<file path="src/logic/hpsc_pkg.sv">
// ==========================================================================
// constants shared by the slot control / status register block
// ==========================================================================
package hpsc_pkg;

  // ========================================================================
  // configuration space byte offsets
  // ========================================================================
  localparam logic [11:0] HPSC_SLOT_OFS = 12'h0F8; // control low half, status high half
  localparam logic [11:0] HPSC_AER_OFS = 12'h100;  // error reporting extended header

  // ========================================================================
  // slot control field positions
  // ========================================================================
  localparam int HPSC_CTL_ABP_EN = 0;
  localparam int HPSC_CTL_PFD_EN = 1;
  localparam int HPSC_CTL_PDC_EN = 3;
  localparam int HPSC_CTL_CC_EN = 4;
  localparam int HPSC_CTL_HPI_EN = 5;
  localparam int HPSC_CTL_ATTN_LSB = 6;
  localparam int HPSC_CTL_PWRI_LSB = 8;
  localparam int HPSC_CTL_PWRC = 10;
  localparam int HPSC_CTL_DLL_EN = 12;

  // control reset value: both indicators off, everything else zero
  localparam logic [15:0] HPSC_CTL_RST = 16'h03C0;
  // bits that software may write; 2, 11 and 15:13 are reserved
  localparam logic [15:0] HPSC_CTL_WMASK = 16'h17FB;

  // ========================================================================
  // slot status field positions (within the 32-bit word)
  // ========================================================================
  localparam int HPSC_ST_ABP = 16;
  localparam int HPSC_ST_PFD = 17;
  localparam int HPSC_ST_LCHG = 18;
  localparam int HPSC_ST_PDC = 19;
  localparam int HPSC_ST_CC = 20;
  localparam int HPSC_ST_LATCH = 21;
  localparam int HPSC_ST_PRES = 22;
  localparam int HPSC_ST_DLL = 24;

  // ========================================================================
  // event flag indices (write-one-to-clear group)
  // ========================================================================
  localparam int HPSC_FLG_ABP = 0;
  localparam int HPSC_FLG_PFD = 1;
  localparam int HPSC_FLG_PDC = 2;
  localparam int HPSC_FLG_CC = 3;
  localparam int HPSC_FLG_DLL = 4;
  localparam int HPSC_FLG_N = 5;
  localparam int HPSC_WAKE_N = 3; // abp, pfd and pdc may also wake

  // ========================================================================
  // indicator encodings
  // ========================================================================
  localparam logic [1:0] HPSC_IND_RSVD = 2'h0;
  localparam logic [1:0] HPSC_IND_ON = 2'h1;
  localparam logic [1:0] HPSC_IND_BLINK = 2'h2;
  localparam logic [1:0] HPSC_IND_OFF = 2'h3;

  // ========================================================================
  // error reporting extended capability header
  // ========================================================================
  localparam logic [15:0] HPSC_AER_ID = 16'h0001;
  localparam logic [3:0] HPSC_AER_VER = 4'h1;
  localparam logic [11:0] HPSC_NEXT_UP = 12'h140;
  localparam logic [11:0] HPSC_NEXT_DN = 12'h20C;

  // ========================================================================
  // reset values of synchronised slot pins: {card present, latch, fault, button}
  // ========================================================================
  localparam logic [3:0] HPSC_PIN_RST = 4'h8;

endpackage

</file>
<file path="src/logic/hpsc_event_flag.sv">
`timescale 1ns/10ps
// ==========================================================================
// sticky event flag, hardware set wins over software clear
// ==========================================================================
module hpsc_event_flag (
  // clock and reset
  input wire logic clk_sys,
  input wire logic sys_rst,
  // set pulse from a slot pin or core side status event, clear from a write of one
  input wire logic setEvt,
  input wire logic clrEvt,
  output logic flag_ff
);

  // an event landing in the clearing cycle must not be lost
  always_ff @(posedge clk_sys) begin
    if (sys_rst) begin
      flag_ff <= 1'b0;
    end else if (setEvt) begin
      flag_ff <= 1'b1;
    end else if (clrEvt) begin
      flag_ff <= 1'b0;
    end
  end

endmodule

</file>
<file path="src/logic/hpsc_slot_regs.sv">
`timescale 1ns/10ps
module hpsc_slot_regs #(
  parameter bit SLOT_IMPL = 1'b1,
  parameter bit LINK_REPORT = 1'b1,
  parameter bit DOWNSTREAM = 1'b1
) (
  // clock and reset
  input wire logic clk_sys,
  input wire logic sys_rst,
  // configuration space access
  input wire logic [11:0] cfgAddr,
  input wire logic cfgWrEn,
  input wire logic cfgRdEn,
  input wire logic [3:0] cfgByteEn,
  input wire logic [31:0] cfgWrData,
  output logic [31:0] cfgRdData,
  output logic cfgRdValid,
  // slot pins, asynchronous
  input wire logic attnButton,
  input wire logic powerFault,
  input wire logic latchOpen,
  input wire logic cardPresent,
  // core side status, same clock
  input wire logic cmdDone,
  input wire logic linkActive,
  // slot controls
  output logic [1:0] attnIndicator,
  output logic [1:0] powerIndicator,
  output logic slotPowerOff,
  // indicator messages
  output logic attnMsgValid,
  output logic [1:0] attnMsgCode,
  output logic pwrMsgValid,
  output logic [1:0] pwrMsgCode,
  // notification
  output logic hotplugIrq,
  output logic wakeEvent
);
  import hpsc_pkg::*;

  // ========================================================================
  // declarations
  // ========================================================================
  logic [3:0] pinSync;
  logic btnPrev_ff;
  logic faultPrev_ff;
  logic latchState_ff;
  logic presState_ff;
  logic linkPrev_ff;
  logic latchChg_ff;
  logic [15:0] ctrl_ff;
  logic [15:0] nxt_ctrl;
  logic [HPSC_FLG_N-1:0] flagSet;
  logic [HPSC_FLG_N-1:0] flagClr;
  logic [HPSC_FLG_N-1:0] flags;
  logic [HPSC_FLG_N-1:0] flagEn;
  logic slotHit;
  logic aerHit;
  logic slotWr;
  logic btnPress;
  logic faultDet;
  logic presChg;
  logic latchChg;
  logic linkChg;
  logic presBit;
  logic [31:0] slotWord;
  logic [31:0] aerWord;
  logic [31:0] nxt_rdData;
  logic [11:0] nextPtr;
  logic attnMsg_ff;
  logic [1:0] attnCode_ff;
  logic pwrMsg_ff;
  logic [1:0] pwrCode_ff;
  logic irq_ff;
  logic wake_ff;
  logic [31:0] rdData_ff;
  logic rdValid_ff;

  // ========================================================================
  // slot pin synchronisation and edge detection
  // ========================================================================
  // pins are bounce-free by assumption; no debounce is done here
  hpsc_sync #(
    .WIDTH(4),
    .RST_VAL(HPSC_PIN_RST)
  ) u_pinSync (
    .clk_sys(clk_sys),
    .sys_rst(sys_rst),
    .asyncIn({cardPresent, latchOpen, powerFault, attnButton}),
    .syncOut(pinSync)
  );

  // previous samples; presence starts at one so an occupied slot gives no event
  always_ff @(posedge clk_sys) begin
    if (sys_rst) begin
      btnPrev_ff <= 1'b0;
      faultPrev_ff <= 1'b0;
      latchState_ff <= 1'b0;
      presState_ff <= 1'b1;
      linkPrev_ff <= 1'b0;
    end else begin
      btnPrev_ff <= pinSync[0];
      faultPrev_ff <= pinSync[1];
      latchState_ff <= pinSync[2];
      presState_ff <= pinSync[3];
      linkPrev_ff <= linkActive;
    end
  end

  // events: rising press and fault, any change of latch, presence, link
  assign btnPress = pinSync[0] & ~btnPrev_ff;
  assign faultDet = pinSync[1] & ~faultPrev_ff;
  assign latchChg = pinSync[2] ^ latchState_ff;
  assign presChg = SLOT_IMPL & (pinSync[3] ^ presState_ff);
  assign linkChg = linkActive ^ linkPrev_ff;
  // without a slot the presence bit is pinned high
  assign presBit = SLOT_IMPL ? presState_ff : 1'b1;

  // ========================================================================
  // configuration access decode
  // ========================================================================
  always_comb begin
    slotHit = 1'b0;
    aerHit = 1'b0;
    if (cfgAddr[11:2] == HPSC_SLOT_OFS[11:2]) begin
      slotHit = 1'b1;
    end else if (cfgAddr[11:2] == HPSC_AER_OFS[11:2]) begin
      aerHit = 1'b1;
    end
  end
  assign slotWr = cfgWrEn & slotHit;

  // ========================================================================
  // slot control register
  // ========================================================================
  // byte-wise merge; reserved bits stay zero whatever is written
  always_comb begin
    nxt_ctrl = ctrl_ff;
    if (slotWr && cfgByteEn[0]) begin
      nxt_ctrl[7:0] = cfgWrData[7:0] & HPSC_CTL_WMASK[7:0];
    end
    if (slotWr && cfgByteEn[1]) begin
      nxt_ctrl[15:8] = cfgWrData[15:8] & HPSC_CTL_WMASK[15:8];
    end
  end

  // enables, indicators and power control all reset from one constant
  always_ff @(posedge clk_sys) begin
    if (sys_rst) begin
      ctrl_ff <= HPSC_CTL_RST;
    end else begin
      ctrl_ff <= nxt_ctrl;
    end
  end

  assign attnIndicator = ctrl_ff[HPSC_CTL_ATTN_LSB +: 2];
  assign powerIndicator = ctrl_ff[HPSC_CTL_PWRI_LSB +: 2];
  assign slotPowerOff = ctrl_ff[HPSC_CTL_PWRC];

  // ========================================================================
  // indicator messages
  // ========================================================================
  // every write to the field sends a message, even if the value is unchanged
  always_ff @(posedge clk_sys) begin
    if (sys_rst) begin
      attnMsg_ff <= 1'b0;
      attnCode_ff <= HPSC_IND_OFF;
      pwrMsg_ff <= 1'b0;
      pwrCode_ff <= HPSC_IND_OFF;
    end else begin
      attnMsg_ff <= slotWr & cfgByteEn[0];
      pwrMsg_ff <= slotWr & cfgByteEn[1];
      if (slotWr && cfgByteEn[0]) begin
        attnCode_ff <= cfgWrData[HPSC_CTL_ATTN_LSB +: 2];
      end
      if (slotWr && cfgByteEn[1]) begin
        pwrCode_ff <= cfgWrData[HPSC_CTL_PWRI_LSB +: 2];
      end
    end
  end

  assign attnMsgValid = attnMsg_ff;
  assign attnMsgCode = attnCode_ff;
  assign pwrMsgValid = pwrMsg_ff;
  assign pwrMsgCode = pwrCode_ff;

  // ========================================================================
  // slot status event flags
  // ========================================================================
  assign flagSet[HPSC_FLG_ABP] = btnPress;
  assign flagSet[HPSC_FLG_PFD] = faultDet;
  assign flagSet[HPSC_FLG_PDC] = presChg;
  assign flagSet[HPSC_FLG_CC] = cmdDone;
  assign flagSet[HPSC_FLG_DLL] = LINK_REPORT & linkChg;

  // write one to clear; status half sits in byte lanes 2 and 3
  assign flagClr[HPSC_FLG_ABP] = slotWr & cfgByteEn[2] & cfgWrData[HPSC_ST_ABP];
  assign flagClr[HPSC_FLG_PFD] = slotWr & cfgByteEn[2] & cfgWrData[HPSC_ST_PFD];
  assign flagClr[HPSC_FLG_PDC] = slotWr & cfgByteEn[2] & cfgWrData[HPSC_ST_PDC];
  assign flagClr[HPSC_FLG_CC] = slotWr & cfgByteEn[2] & cfgWrData[HPSC_ST_CC];
  assign flagClr[HPSC_FLG_DLL] = slotWr & cfgByteEn[3] & cfgWrData[HPSC_ST_DLL];

  genvar gf;
  generate
    for (gf = 0; gf < HPSC_FLG_N; gf++) begin : g_flag
      hpsc_event_flag u_flag (
        .clk_sys(clk_sys),
        .sys_rst(sys_rst),
        .setEvt(flagSet[gf]),
        .clrEvt(flagClr[gf]),
        .flag_ff(flags[gf])
      );
    end
  endgenerate

  // latch change is read-only: it holds until reset, software cannot clear it
  always_ff @(posedge clk_sys) begin
    if (sys_rst) begin
      latchChg_ff <= 1'b0;
    end else if (latchChg) begin
      latchChg_ff <= 1'b1;
    end
  end

  // ========================================================================
  // interrupt and wake generation
  // ========================================================================
  // link change enable only counts where link reporting exists
  assign flagEn[HPSC_FLG_ABP] = ctrl_ff[HPSC_CTL_ABP_EN];
  assign flagEn[HPSC_FLG_PFD] = ctrl_ff[HPSC_CTL_PFD_EN];
  assign flagEn[HPSC_FLG_PDC] = ctrl_ff[HPSC_CTL_PDC_EN];
  assign flagEn[HPSC_FLG_CC] = ctrl_ff[HPSC_CTL_CC_EN];
  assign flagEn[HPSC_FLG_DLL] = LINK_REPORT & ctrl_ff[HPSC_CTL_DLL_EN];

  // level interrupt; wake ignores the master enable since it serves low power
  always_ff @(posedge clk_sys) begin
    if (sys_rst) begin
      irq_ff <= 1'b0;
      wake_ff <= 1'b0;
    end else begin
      irq_ff <= ctrl_ff[HPSC_CTL_HPI_EN] & (|(flags & flagEn));
      wake_ff <= |(flags[HPSC_WAKE_N-1:0] & flagEn[HPSC_WAKE_N-1:0]);
    end
  end

  assign hotplugIrq = irq_ff;
  assign wakeEvent = wake_ff;

  // ========================================================================
  // read path
  // ========================================================================
  assign nextPtr = DOWNSTREAM ? HPSC_NEXT_DN : HPSC_NEXT_UP;

  // reserved positions are tied to zero
  always_comb begin
    slotWord = 32'h0000_0000;
    slotWord[15:0] = ctrl_ff;
    slotWord[HPSC_ST_ABP] = flags[HPSC_FLG_ABP];
    slotWord[HPSC_ST_PFD] = flags[HPSC_FLG_PFD];
    slotWord[HPSC_ST_LCHG] = latchChg_ff;
    slotWord[HPSC_ST_PDC] = flags[HPSC_FLG_PDC];
    slotWord[HPSC_ST_CC] = flags[HPSC_FLG_CC];
    slotWord[HPSC_ST_LATCH] = latchState_ff;
    slotWord[HPSC_ST_PRES] = presBit;
    slotWord[HPSC_ST_DLL] = flags[HPSC_FLG_DLL];
  end

  assign aerWord = {nextPtr, HPSC_AER_VER, HPSC_AER_ID};

  // unmapped offsets read as zero
  always_comb begin
    if (slotHit) begin
      nxt_rdData = slotWord;
    end else if (aerHit) begin
      nxt_rdData = aerWord;
    end else begin
      nxt_rdData = 32'h0000_0000;
    end
  end

  // one-cycle read answer
  always_ff @(posedge clk_sys) begin
    if (sys_rst) begin
      rdData_ff <= 32'h0000_0000;
      rdValid_ff <= 1'b0;
    end else begin
      rdValid_ff <= cfgRdEn;
      if (cfgRdEn) begin
        rdData_ff <= nxt_rdData;
      end
    end
  end

  assign cfgRdData = rdData_ff;
  assign cfgRdValid = rdValid_ff;
endmodule

</file>
<file path="src/logic/hpsc_sync.sv">
`timescale 1ns/10ps
// ==========================================================================
// two-flop synchroniser, one chain per bit
// ==========================================================================
module hpsc_sync #(
  parameter int WIDTH = 4,
  parameter logic [WIDTH-1:0] RST_VAL = '0
) (
  // clock and reset
  input wire logic clk_sys,
  input wire logic sys_rst,
  // asynchronous levels in, synchronised levels out
  input wire logic [WIDTH-1:0] asyncIn,
  output logic [WIDTH-1:0] syncOut
);

  genvar gi;
  generate
    for (gi = 0; gi < WIDTH; gi++) begin : g_bit
      logic meta_ff;
      logic sync_ff;
      // first stage is read only by the second
      always_ff @(posedge clk_sys) begin
        if (sys_rst) begin
          meta_ff <= RST_VAL[gi];
          sync_ff <= RST_VAL[gi];
        end else begin
          meta_ff <= asyncIn[gi];
          sync_ff <= meta_ff;
        end
      end
      assign syncOut[gi] = sync_ff;
    end
  endgenerate

endmodule

</file>
<file path="config.mk">
export PLATFORM = sky130hd
export DESIGN_NAME = hpsc_slot_regs
export DESIGN_NICKNAME = d
export VERILOG_FILES = /design/src/logic/hpsc_pkg.sv /design/src/logic/hpsc_event_flag.sv /design/src/logic/hpsc_slot_regs.sv /design/src/logic/hpsc_sync.sv
export SDC_FILE = /design/constraint.sdc
export NUM_CORES = 1
export LEC_CHECK = 0
export ABC_AREA = 1
export ABC_CLOCK_PERIOD_IN_PS = 2600
export CELL_PAD_IN_SITES_DETAIL_PLACEMENT = 1
export CELL_PAD_IN_SITES_GLOBAL_PLACEMENT = 1
export CORE_MARGIN = 2
export CORE_UTILIZATION = 35
export DETAILED_ROUTE_END_ITERATION = 10
export DONT_BUFFER_PORTS = 1
export PLACE_DENSITY = 0.76
export SETUP_SLACK_MARGIN = 0.02
export SLEW_MARGIN = 10
export SYNTH_ARGS = -nofsm -noshare
export SYNTH_HDL_FRONTEND = slang
export SYNTH_SLANG_ARGS = --single-unit
</file>
<file path="constraint.sdc">
create_clock -name clk_sys -period 2.6 [get_ports clk_sys]
set_input_delay 0.39 -clock clk_sys [delete_from_list [all_inputs] [get_ports clk_sys]]
set_output_delay 0.39 -clock clk_sys [all_outputs]
set_load 0.02 [all_outputs]
</file>
==> results of run 1 <==
## power by group through the flow
stage	clock network (mW)	registers (mW)	logic, mW
after floorplan	0	0.924	0.0852
after global placement	0	0.933	0.0675
after detailed placement	0	0.934	0.0699
after CTS	0.501	0.914	0.0704
after global routing	0.533	0.918	0.0816
final	0.480	0.913	0.0694
## metrics by stage
| stage | area (µm²) | std cells | power (mW) |
|---|---|---|---|
| global route | 2260 | 352 | 1.53 |
| detailed placement | 2160 | 344 | 1.00 |
| global placement | 2160 | 344 | 1.00 |
| CTS | 2260 | 352 | 1.49 |
| floorplan | 2270 | 297 | 1.01 |
| finish | 2260 | 352 | 1.46 |
## flip-flops by register name, indices dropped and copies added, names as in the netlist, 2 cells and up
register and count:
ctrl_ff 8, attnMsgCode 2, cfgRdData 20, u_pinSync.g_bit.sync_ff 4, u_pinSync.g_bit.meta_ff 4, g_flag.u_flag.flag_ff 5
## worst min path at each step
stage                                           from                         end  slack [ps]  cells after the start
final                                        sys_rst  u_pinSync.g_bit[1].meta_ff         130                      1
after detailed placement  u_pinSync.g_bit[3].meta_ff  u_pinSync.g_bit[3].sync_ff         400                      1
after floorplan           u_pinSync.g_bit[0].meta_ff  u_pinSync.g_bit[0].sync_ff         390                      2
after global placement    u_pinSync.g_bit[3].meta_ff  u_pinSync.g_bit[3].sync_ff         390                      1
after CTS                                    sys_rst  u_pinSync.g_bit[1].meta_ff         120                      1
after global routing                         sys_rst  u_pinSync.g_bit[2].sync_ff         110                      1
## cell families after synthesis
| kind of cell | count (synthesis) | share of synthesized area |
|---|---|---|
| AND/OR/NAND/NOR | 118 | 0.235 |
| buffers and inverters | 62 | 0.149 |
| flip-flops | 55 | 0.493 |
| AO/OA/AOI/OAI | 48 | 0.109 |
| XOR/XNOR | 3 | 0.0118 |
| other | 1 | 0.00168 |
## per-layer routing
layer  wire length (µm)  global-route usage  part of all wire  up-vias
met5                  0                   0                 0        -
met4                106              0.0630             0.022        0
met3                401              0.0504             0.082       12
met2               2270               0.234              0.47       63
met1               2110               0.179              0.43      775
li1                   -                   -                 -      838
## cells in the final DEF, fill, tap and decap left out
cell type / Yosys / layout
nand2_1: 56 / 56
dfxtp_1: 55 / 55
nor2_1: 34 / 34
inv_1: 26 / 26
a21oi_1: 23 / 23
o21ai_0: 22 / 22
conb_1: 1 / 11
nand3_1: 9 / 9
clkbuf_8: 0 / 5
nand2_2: 4 / 4
inv_2: 3 / 3
nor2_2: 3 / 3
clkinv_4: 1 / 3
nand4_1: 3 / 3
or2_2: 3 / 3
nor2_4: 2 / 2
o21ai_1: 2 / 2
xnor2_1: 2 / 2
nand2_4: 1 / 1
nor3_1: 1 / 1
clkinv_1: 1 / 1
nand3_2: 1 / 1
nand4_2: 1 / 1
xor2_1: 1 / 1
a221oi_1: 1 / 1
clkinvlp_4: 0 / 1
buf_4: 20 / 1
## area by class of cell
type	instances	area (µm²)
clock inverter	3	25.0
clock buffer	5	68.8
timing repair buffer	1	7.51
inverter	31	121
multi-input combinational	180	837
tap	77	96.3
sequential	55	1100
fill	789	4020
==> flow_metrics.py, run 1 <==
metrics = {
    "status": {
        "status": "finished clean",
    },
    "synth": {
        "synth.yosys.seq_area_share": 0.493,
        "yosys.area.top_type_share": 0.493,
        "async_flop_share": 0,
        "yosysMostFrequentCell": "nand2_1",
        "syn_area_per_cell_um2": 7.78,
        "synth_edf_count": 0,
        "ys_seq_elements": 55,
        "yosysTopAreaCell": "dfxtp_1",
        "synth_cells": 287,
        "ys_warn_count": 0,
        "ys.flop_type": "dfxtp_1",
        "synth.area.top_cells": "dfxtp_1 49%, nand2_1 9.4%, buf_4 6.7%, nor2_1 5.7%, a21oi_1 5.2%",
        "syn_area_um2": 2230,
        "synthTopCellsByCount": "56 x nand2_1, 55 x dfxtp_1, 34 x nor2_1",
        "ys_types": 30,
    },
    "global_routing": {
        "grt_pass1_wl_um": 8140,
        "grt_max_degree": 38,
        "antenna_found_initial": 0,
        "grt_pass1_vias": 1725,
        "track_usage": 0.147,
        "grt_overflow": 0,
    },
    "placement": {
        "io_buffers": 0,
        "place_ws_ps": 902,
        "hpwlAfterDp_um": 3610,
        "gp_congestion": 0.739,
    },
    "floorplanning": {
        "die-area_um2": 7040,
        "die_y_um": 83.9,
        "num_io_pins": 104,
        "initial_core_util": 0.356,
        "core_um2": 6280,
        "die_x_um": 83.9,
        "rows": 29,
    },
    "detailed_routing": {
        "drc": 0,
        "wl_um": 4890,
        "vias": 1688,
        "drt_iter0_markers": 52,
        "vias_per_cell": 4.80,
        "dr.pass1.iters": 4,
        "ant_nets": 0,
        "post_drt_wl_per_cell_um": 13.9,
    },
    "clocking": {
        "clockBufferDepth": 2,
        "cts_resized": 0,
        "hold_buffers": 0,
        "cts_root_buf": "clkbuf_8",
        "clk_latency_ps": 320,
        "tritoncts": "built",
        "cts_made_buffers": 5,
        "h-tree-depth": 2,
        "clkTransAtPathRegs_ps": 100,
        "cts.sinks": 55,
        "post-cts-setup-buffer-count": 0,
    },
    "sta": {
        "finalWorstSetupSlack_ps": 1280,
        "rsz0062_at_grt": "false",
        "fin_crit_sh": 0.509,
        "skew_ps": 7.52,
        "setup_viol": 0,
        "hold_viol": 0,
        "relSlewSlack": 0.412,
        "fin_hold_ws_ps": 126,
        "post-route-min-period_ps": 1320,
        "clock.fmax_mhz": 756,
        "tns_ps": 0,
        "worst_pin_slew_ps": 876,
        "slew_viol_final": 0,
    },
    "critical_path": {
        "r2r_slack_ps": 1620,
        "required_ps": 2210,
        "reg2reg_depth": 2,
        "path_class": "flop to primary output",
        "endpoint": "attnMsgCode[0]",
        "rr_startpoint": "pwrMsgCode[0]",
        "cp-start-kind": "flop",
        "r2r-end": "cfgRdData[8]",
        "cp.depth": 0,
        "cp-end-kind": "primary output",
        "crit_arrival_ps": 930,
        "setup.worst_path.start": "attnMsgCode[0]",
        "path_max_fanout": 4,
    },
    "power": {
        "power_frac_comb": 0.047,
        "power_density_nw_per_um2": 648,
        "switching_share": 0.255,
        "p_seq_frac": 0.624,
        "max-vdd-ir-drop_v": 0.000284,
        "p_int_mw": 1.09,
        "p_sw_mw": 0.373,
        "p_leak_nw": 0.968,
        "pwr-share-clk": 0.328,
    },
    "hold_path": {
        "hold_path_class": "input port to flop",
    },
    "layout": {
        "num-nets-final": 332,
        "final_core_util": 0.360,
        "antenna_cells": 0,
        "drive_gt1_frac": 0.102,
        "area_delta_synth_final_pct": 1.06,
    },
    "flow_run": {
        "drv_cap": 0,
    },
}
Note: power is estimated with default switching activity, not from simulation.
==> inputs of run 2 (changes only) <==
ABC_AREA = 0   (was 1)
ABC_CLOCK_PERIOD_IN_PS = 1300   (was 2600)
PLACE_DENSITY = 0.74   (was 0.76)
clock period = 1.3 ns   (was 2.6 ns; I/O delays follow)
==> run 2 against run 1 <==
  * First-iteration DRC count increased by 58%
  * Wire length increased by 7.5%
  * Power increased by 100%
  * Clock skew increased by 2.7 ps
  * Core utilization increased by 5.7 points
  * Worst setup slack got worse by 1100 ps
  * Highest routed layer unchanged
  * Cell area increased by 18%
  * Clock-buffer cell count unchanged
  * Die area increased by 4.0%
  * Worst hold slack got worse by 110 ps
==> flow_metrics.py, run 2 <==
metrics = {
    "floorplanning": {
        "rows": 29,
        "die-area_um2": 7320,
        "initial_core_util": 0.364,
        "die_x_um": 85.5,
        "num_io_pins": 104,
        "core_um2": 6390,
        "die_y_um": 85.5,
    },
    "synth": {
        "yosysMostFrequentCell": "dfxtp_1",
        "syn_area_per_cell_um2": 9.62,
        "synthTopCellsByCount": "55 x dfxtp_1, 20 x buf_4, 20 x nand2_1",
        "synth_edf_count": 0,
        "ys_seq_elements": 55,
        "yosysTopAreaCell": "dfxtp_1",
        "synth_cells": 242,
        "ys_warn_count": 0,
        "synth.area.top_cells": "dfxtp_1 47%, buf_4 6.5%, or3b_2 6.0%, o31ai_1 5.2%, nand2b_1 4.8%",
        "ys_types": 31,
        "syn_area_um2": 2330,
        "ys.flop_type": "dfxtp_1",
        "async_flop_share": 0,
        "synth.yosys.seq_area_share": 0.473,
        "yosys.area.top_type_share": 0.473,
    },
    "critical_path": {
        "cp-start-kind": "input port",
        "crit_arrival_ps": 1390,
        "required_ps": 1530,
        "path_max_fanout": 5,
        "cp-end-kind": "flop",
        "path_class": "input port to flop",
    },
    "hold_path": {
        "hold_path_class": "input port to flop",
    },
    "power": {
        "p_leak_nw": 0.974,
        "p_total_mw": 2.92,
        "max-vdd-ir-drop_v": 0.000675,
        "power_density_nw_per_um2": 1100,
    },
    "layout": {
        "antenna_cells": 0,
        "drive_gt1_frac": 0.223,
        "area_delta_synth_final_pct": 14.2,
        "largest_reg_flops": 20,
        "final_core_util": 0.416,
        "num-nets-final": 317,
        "mostFrequentLayoutCells": "55 x dfxtp_1, 24 x buf_4, 20 x nand2_1",
        "layout_commonest_cell": "dfxtp_1",
    },
    "placement": {
        "gp_congestion": 0.776,
        "hpwlAfterDp_um": 3630,
        "io_buffers": 0,
    },
    "global_routing": {
        "grt_overflow": 0,
        "track_usage": 0.144,
        "grt_pass1_vias": 1727,
        "grt_pass1_wl_um": 8440,
        "grt_max_degree": 42,
        "antenna_found_initial": 0,
    },
    "detailed_routing": {
        "dr.pass1.iters": 4,
        "drc": 0,
        "drt_iter0_markers": 82,
        "ant_nets": 0,
        "vias": 1671,
        "vias_per_cell": 4.96,
        "wl_um": 5260,
        "post_drt_wl_per_cell_um": 15.6,
    },
    "clocking": {
        "clkTransAtPathRegs_ps": 100,
        "clk_latency_ps": 310,
        "cts_resized": 0,
        "cts_made_buffers": 5,
        "cts_root_buf": "clkbuf_8",
        "tritoncts": "built",
        "cts.sinks": 55,
        "h-tree-depth": 2,
        "clockBufferDepth": 2,
    },
    "flow_run": {
        "drv_cap": 0,
    },
    "sta": {
        "rsz0062_at_grt": "false",
        "fin_hold_ws_ps": 15.2,
        "setup_viol": 0,
        "skew_ps": 10.2,
        "slew_viol_final": 0,
        "clock.fmax_mhz": 863,
        "post-route-min-period_ps": 1160,
        "hold_viol": 0,
        "fin_crit_sh": 0.891,
    },
    "status": {
        "status": "finished clean",
    },
}
## run 2: cell count changes after synthesis, moves of 15 or more
cell,before,now
o31ai_1,0,16
inv_1,26,2
nor2_1,34,18
nand2b_1,0,18
or3b_2,0,16
nand2_1,56,20
a21oi_1,23,3
nor2b_1,0,15
o21ai_0,22,0
## run 2: final timing paths
| kind | cells after the start | slack, ps | end | start |
|---|---|---|---|---|
| worst max register to register | 2 | 240 | hotplugIrq | g_flag[2].u_flag.flag_ff |
| worst max-delay path | 4 | 140 | ctrl_ff[10] | cfgAddr[11] |
| worst min register to register | 1 | 430 | u_pinSync.g_bit[3].sync_ff | u_pinSync.g_bit[3].meta_ff |
| worst min-delay path | 1 | 20 | cfgRdValid | cfgRdEn |
## run 2: through the flow
step	setup TNS (ps)	cells	instance area, µm²	worst slack [ps]
after global placement	-1700	320	2460	-152
after detailed placement	-2060	320	2460	-179
after global routing	0	337	2660	108
after floorplan	-2850	252	2390	-235
after CTS	0	337	2660	141
final	0	337	2660	141
## run 2: critical path, cell delays in order
cell	delay [ps]
or4_4	590
nor4_4	220
buf_4	190
mux2i_1	200
## run 2: power by group
part           total [mW]  internal, mW  switching [mW]  leakage (nW)
logic               0.175        0.0755          0.0997         0.480
clock network        1.00         0.401           0.601        0.0467
registers            1.75          1.72          0.0268         0.447
## run 2: final cells by class
class,instances,area (µm²)
fillers,739,3730
flip-flops and latches,55,1100
multi-input cells,161,1060
repair buffers,34,300
well taps,77,96.3
clock buffers,5,68.8
clock inverters,3,27.5
inverters,2,7.51
## run 2: what timing repair did
item	in CTS	in global routing
hold buffers	9	0
endpoints found under the hold margin	42	0
setup endpoints to repair	0	0
setup buffers	0	0
## run 2: logic make-up (layout without fill, tap and decap cells)
| family | Yosys count | in the layout | synth area share |
|---|---|---|---|
| and+or+nand+nor | 106 | 106 | 0.274 |
| DFF | 55 | 55 | 0.473 |
| buffers and inverters | 36 | 44 | 0.0935 |
| AOI/OAI and AO/OA | 30 | 30 | 0.0995 |
| muxes | 11 | 11 | 0.0473 |
| xor gates and xnor gates | 3 | 3 | 0.0113 |
| other | 1 | 11 | 0.00161 |
## run 2: routing by layer
| metal | global-route usage | vias up | wire [µm] |
|---|---|---|---|
| li1 | - | 831 | - |
| met1 | 0.175 | 801 | 2280 |
| met2 | 0.259 | 37 | 2700 |
| met3 | 0.0346 | 2 | 252 |
| met4 | 0.0303 | 0 | 20 |
| met5 | 0 | - | 0 |
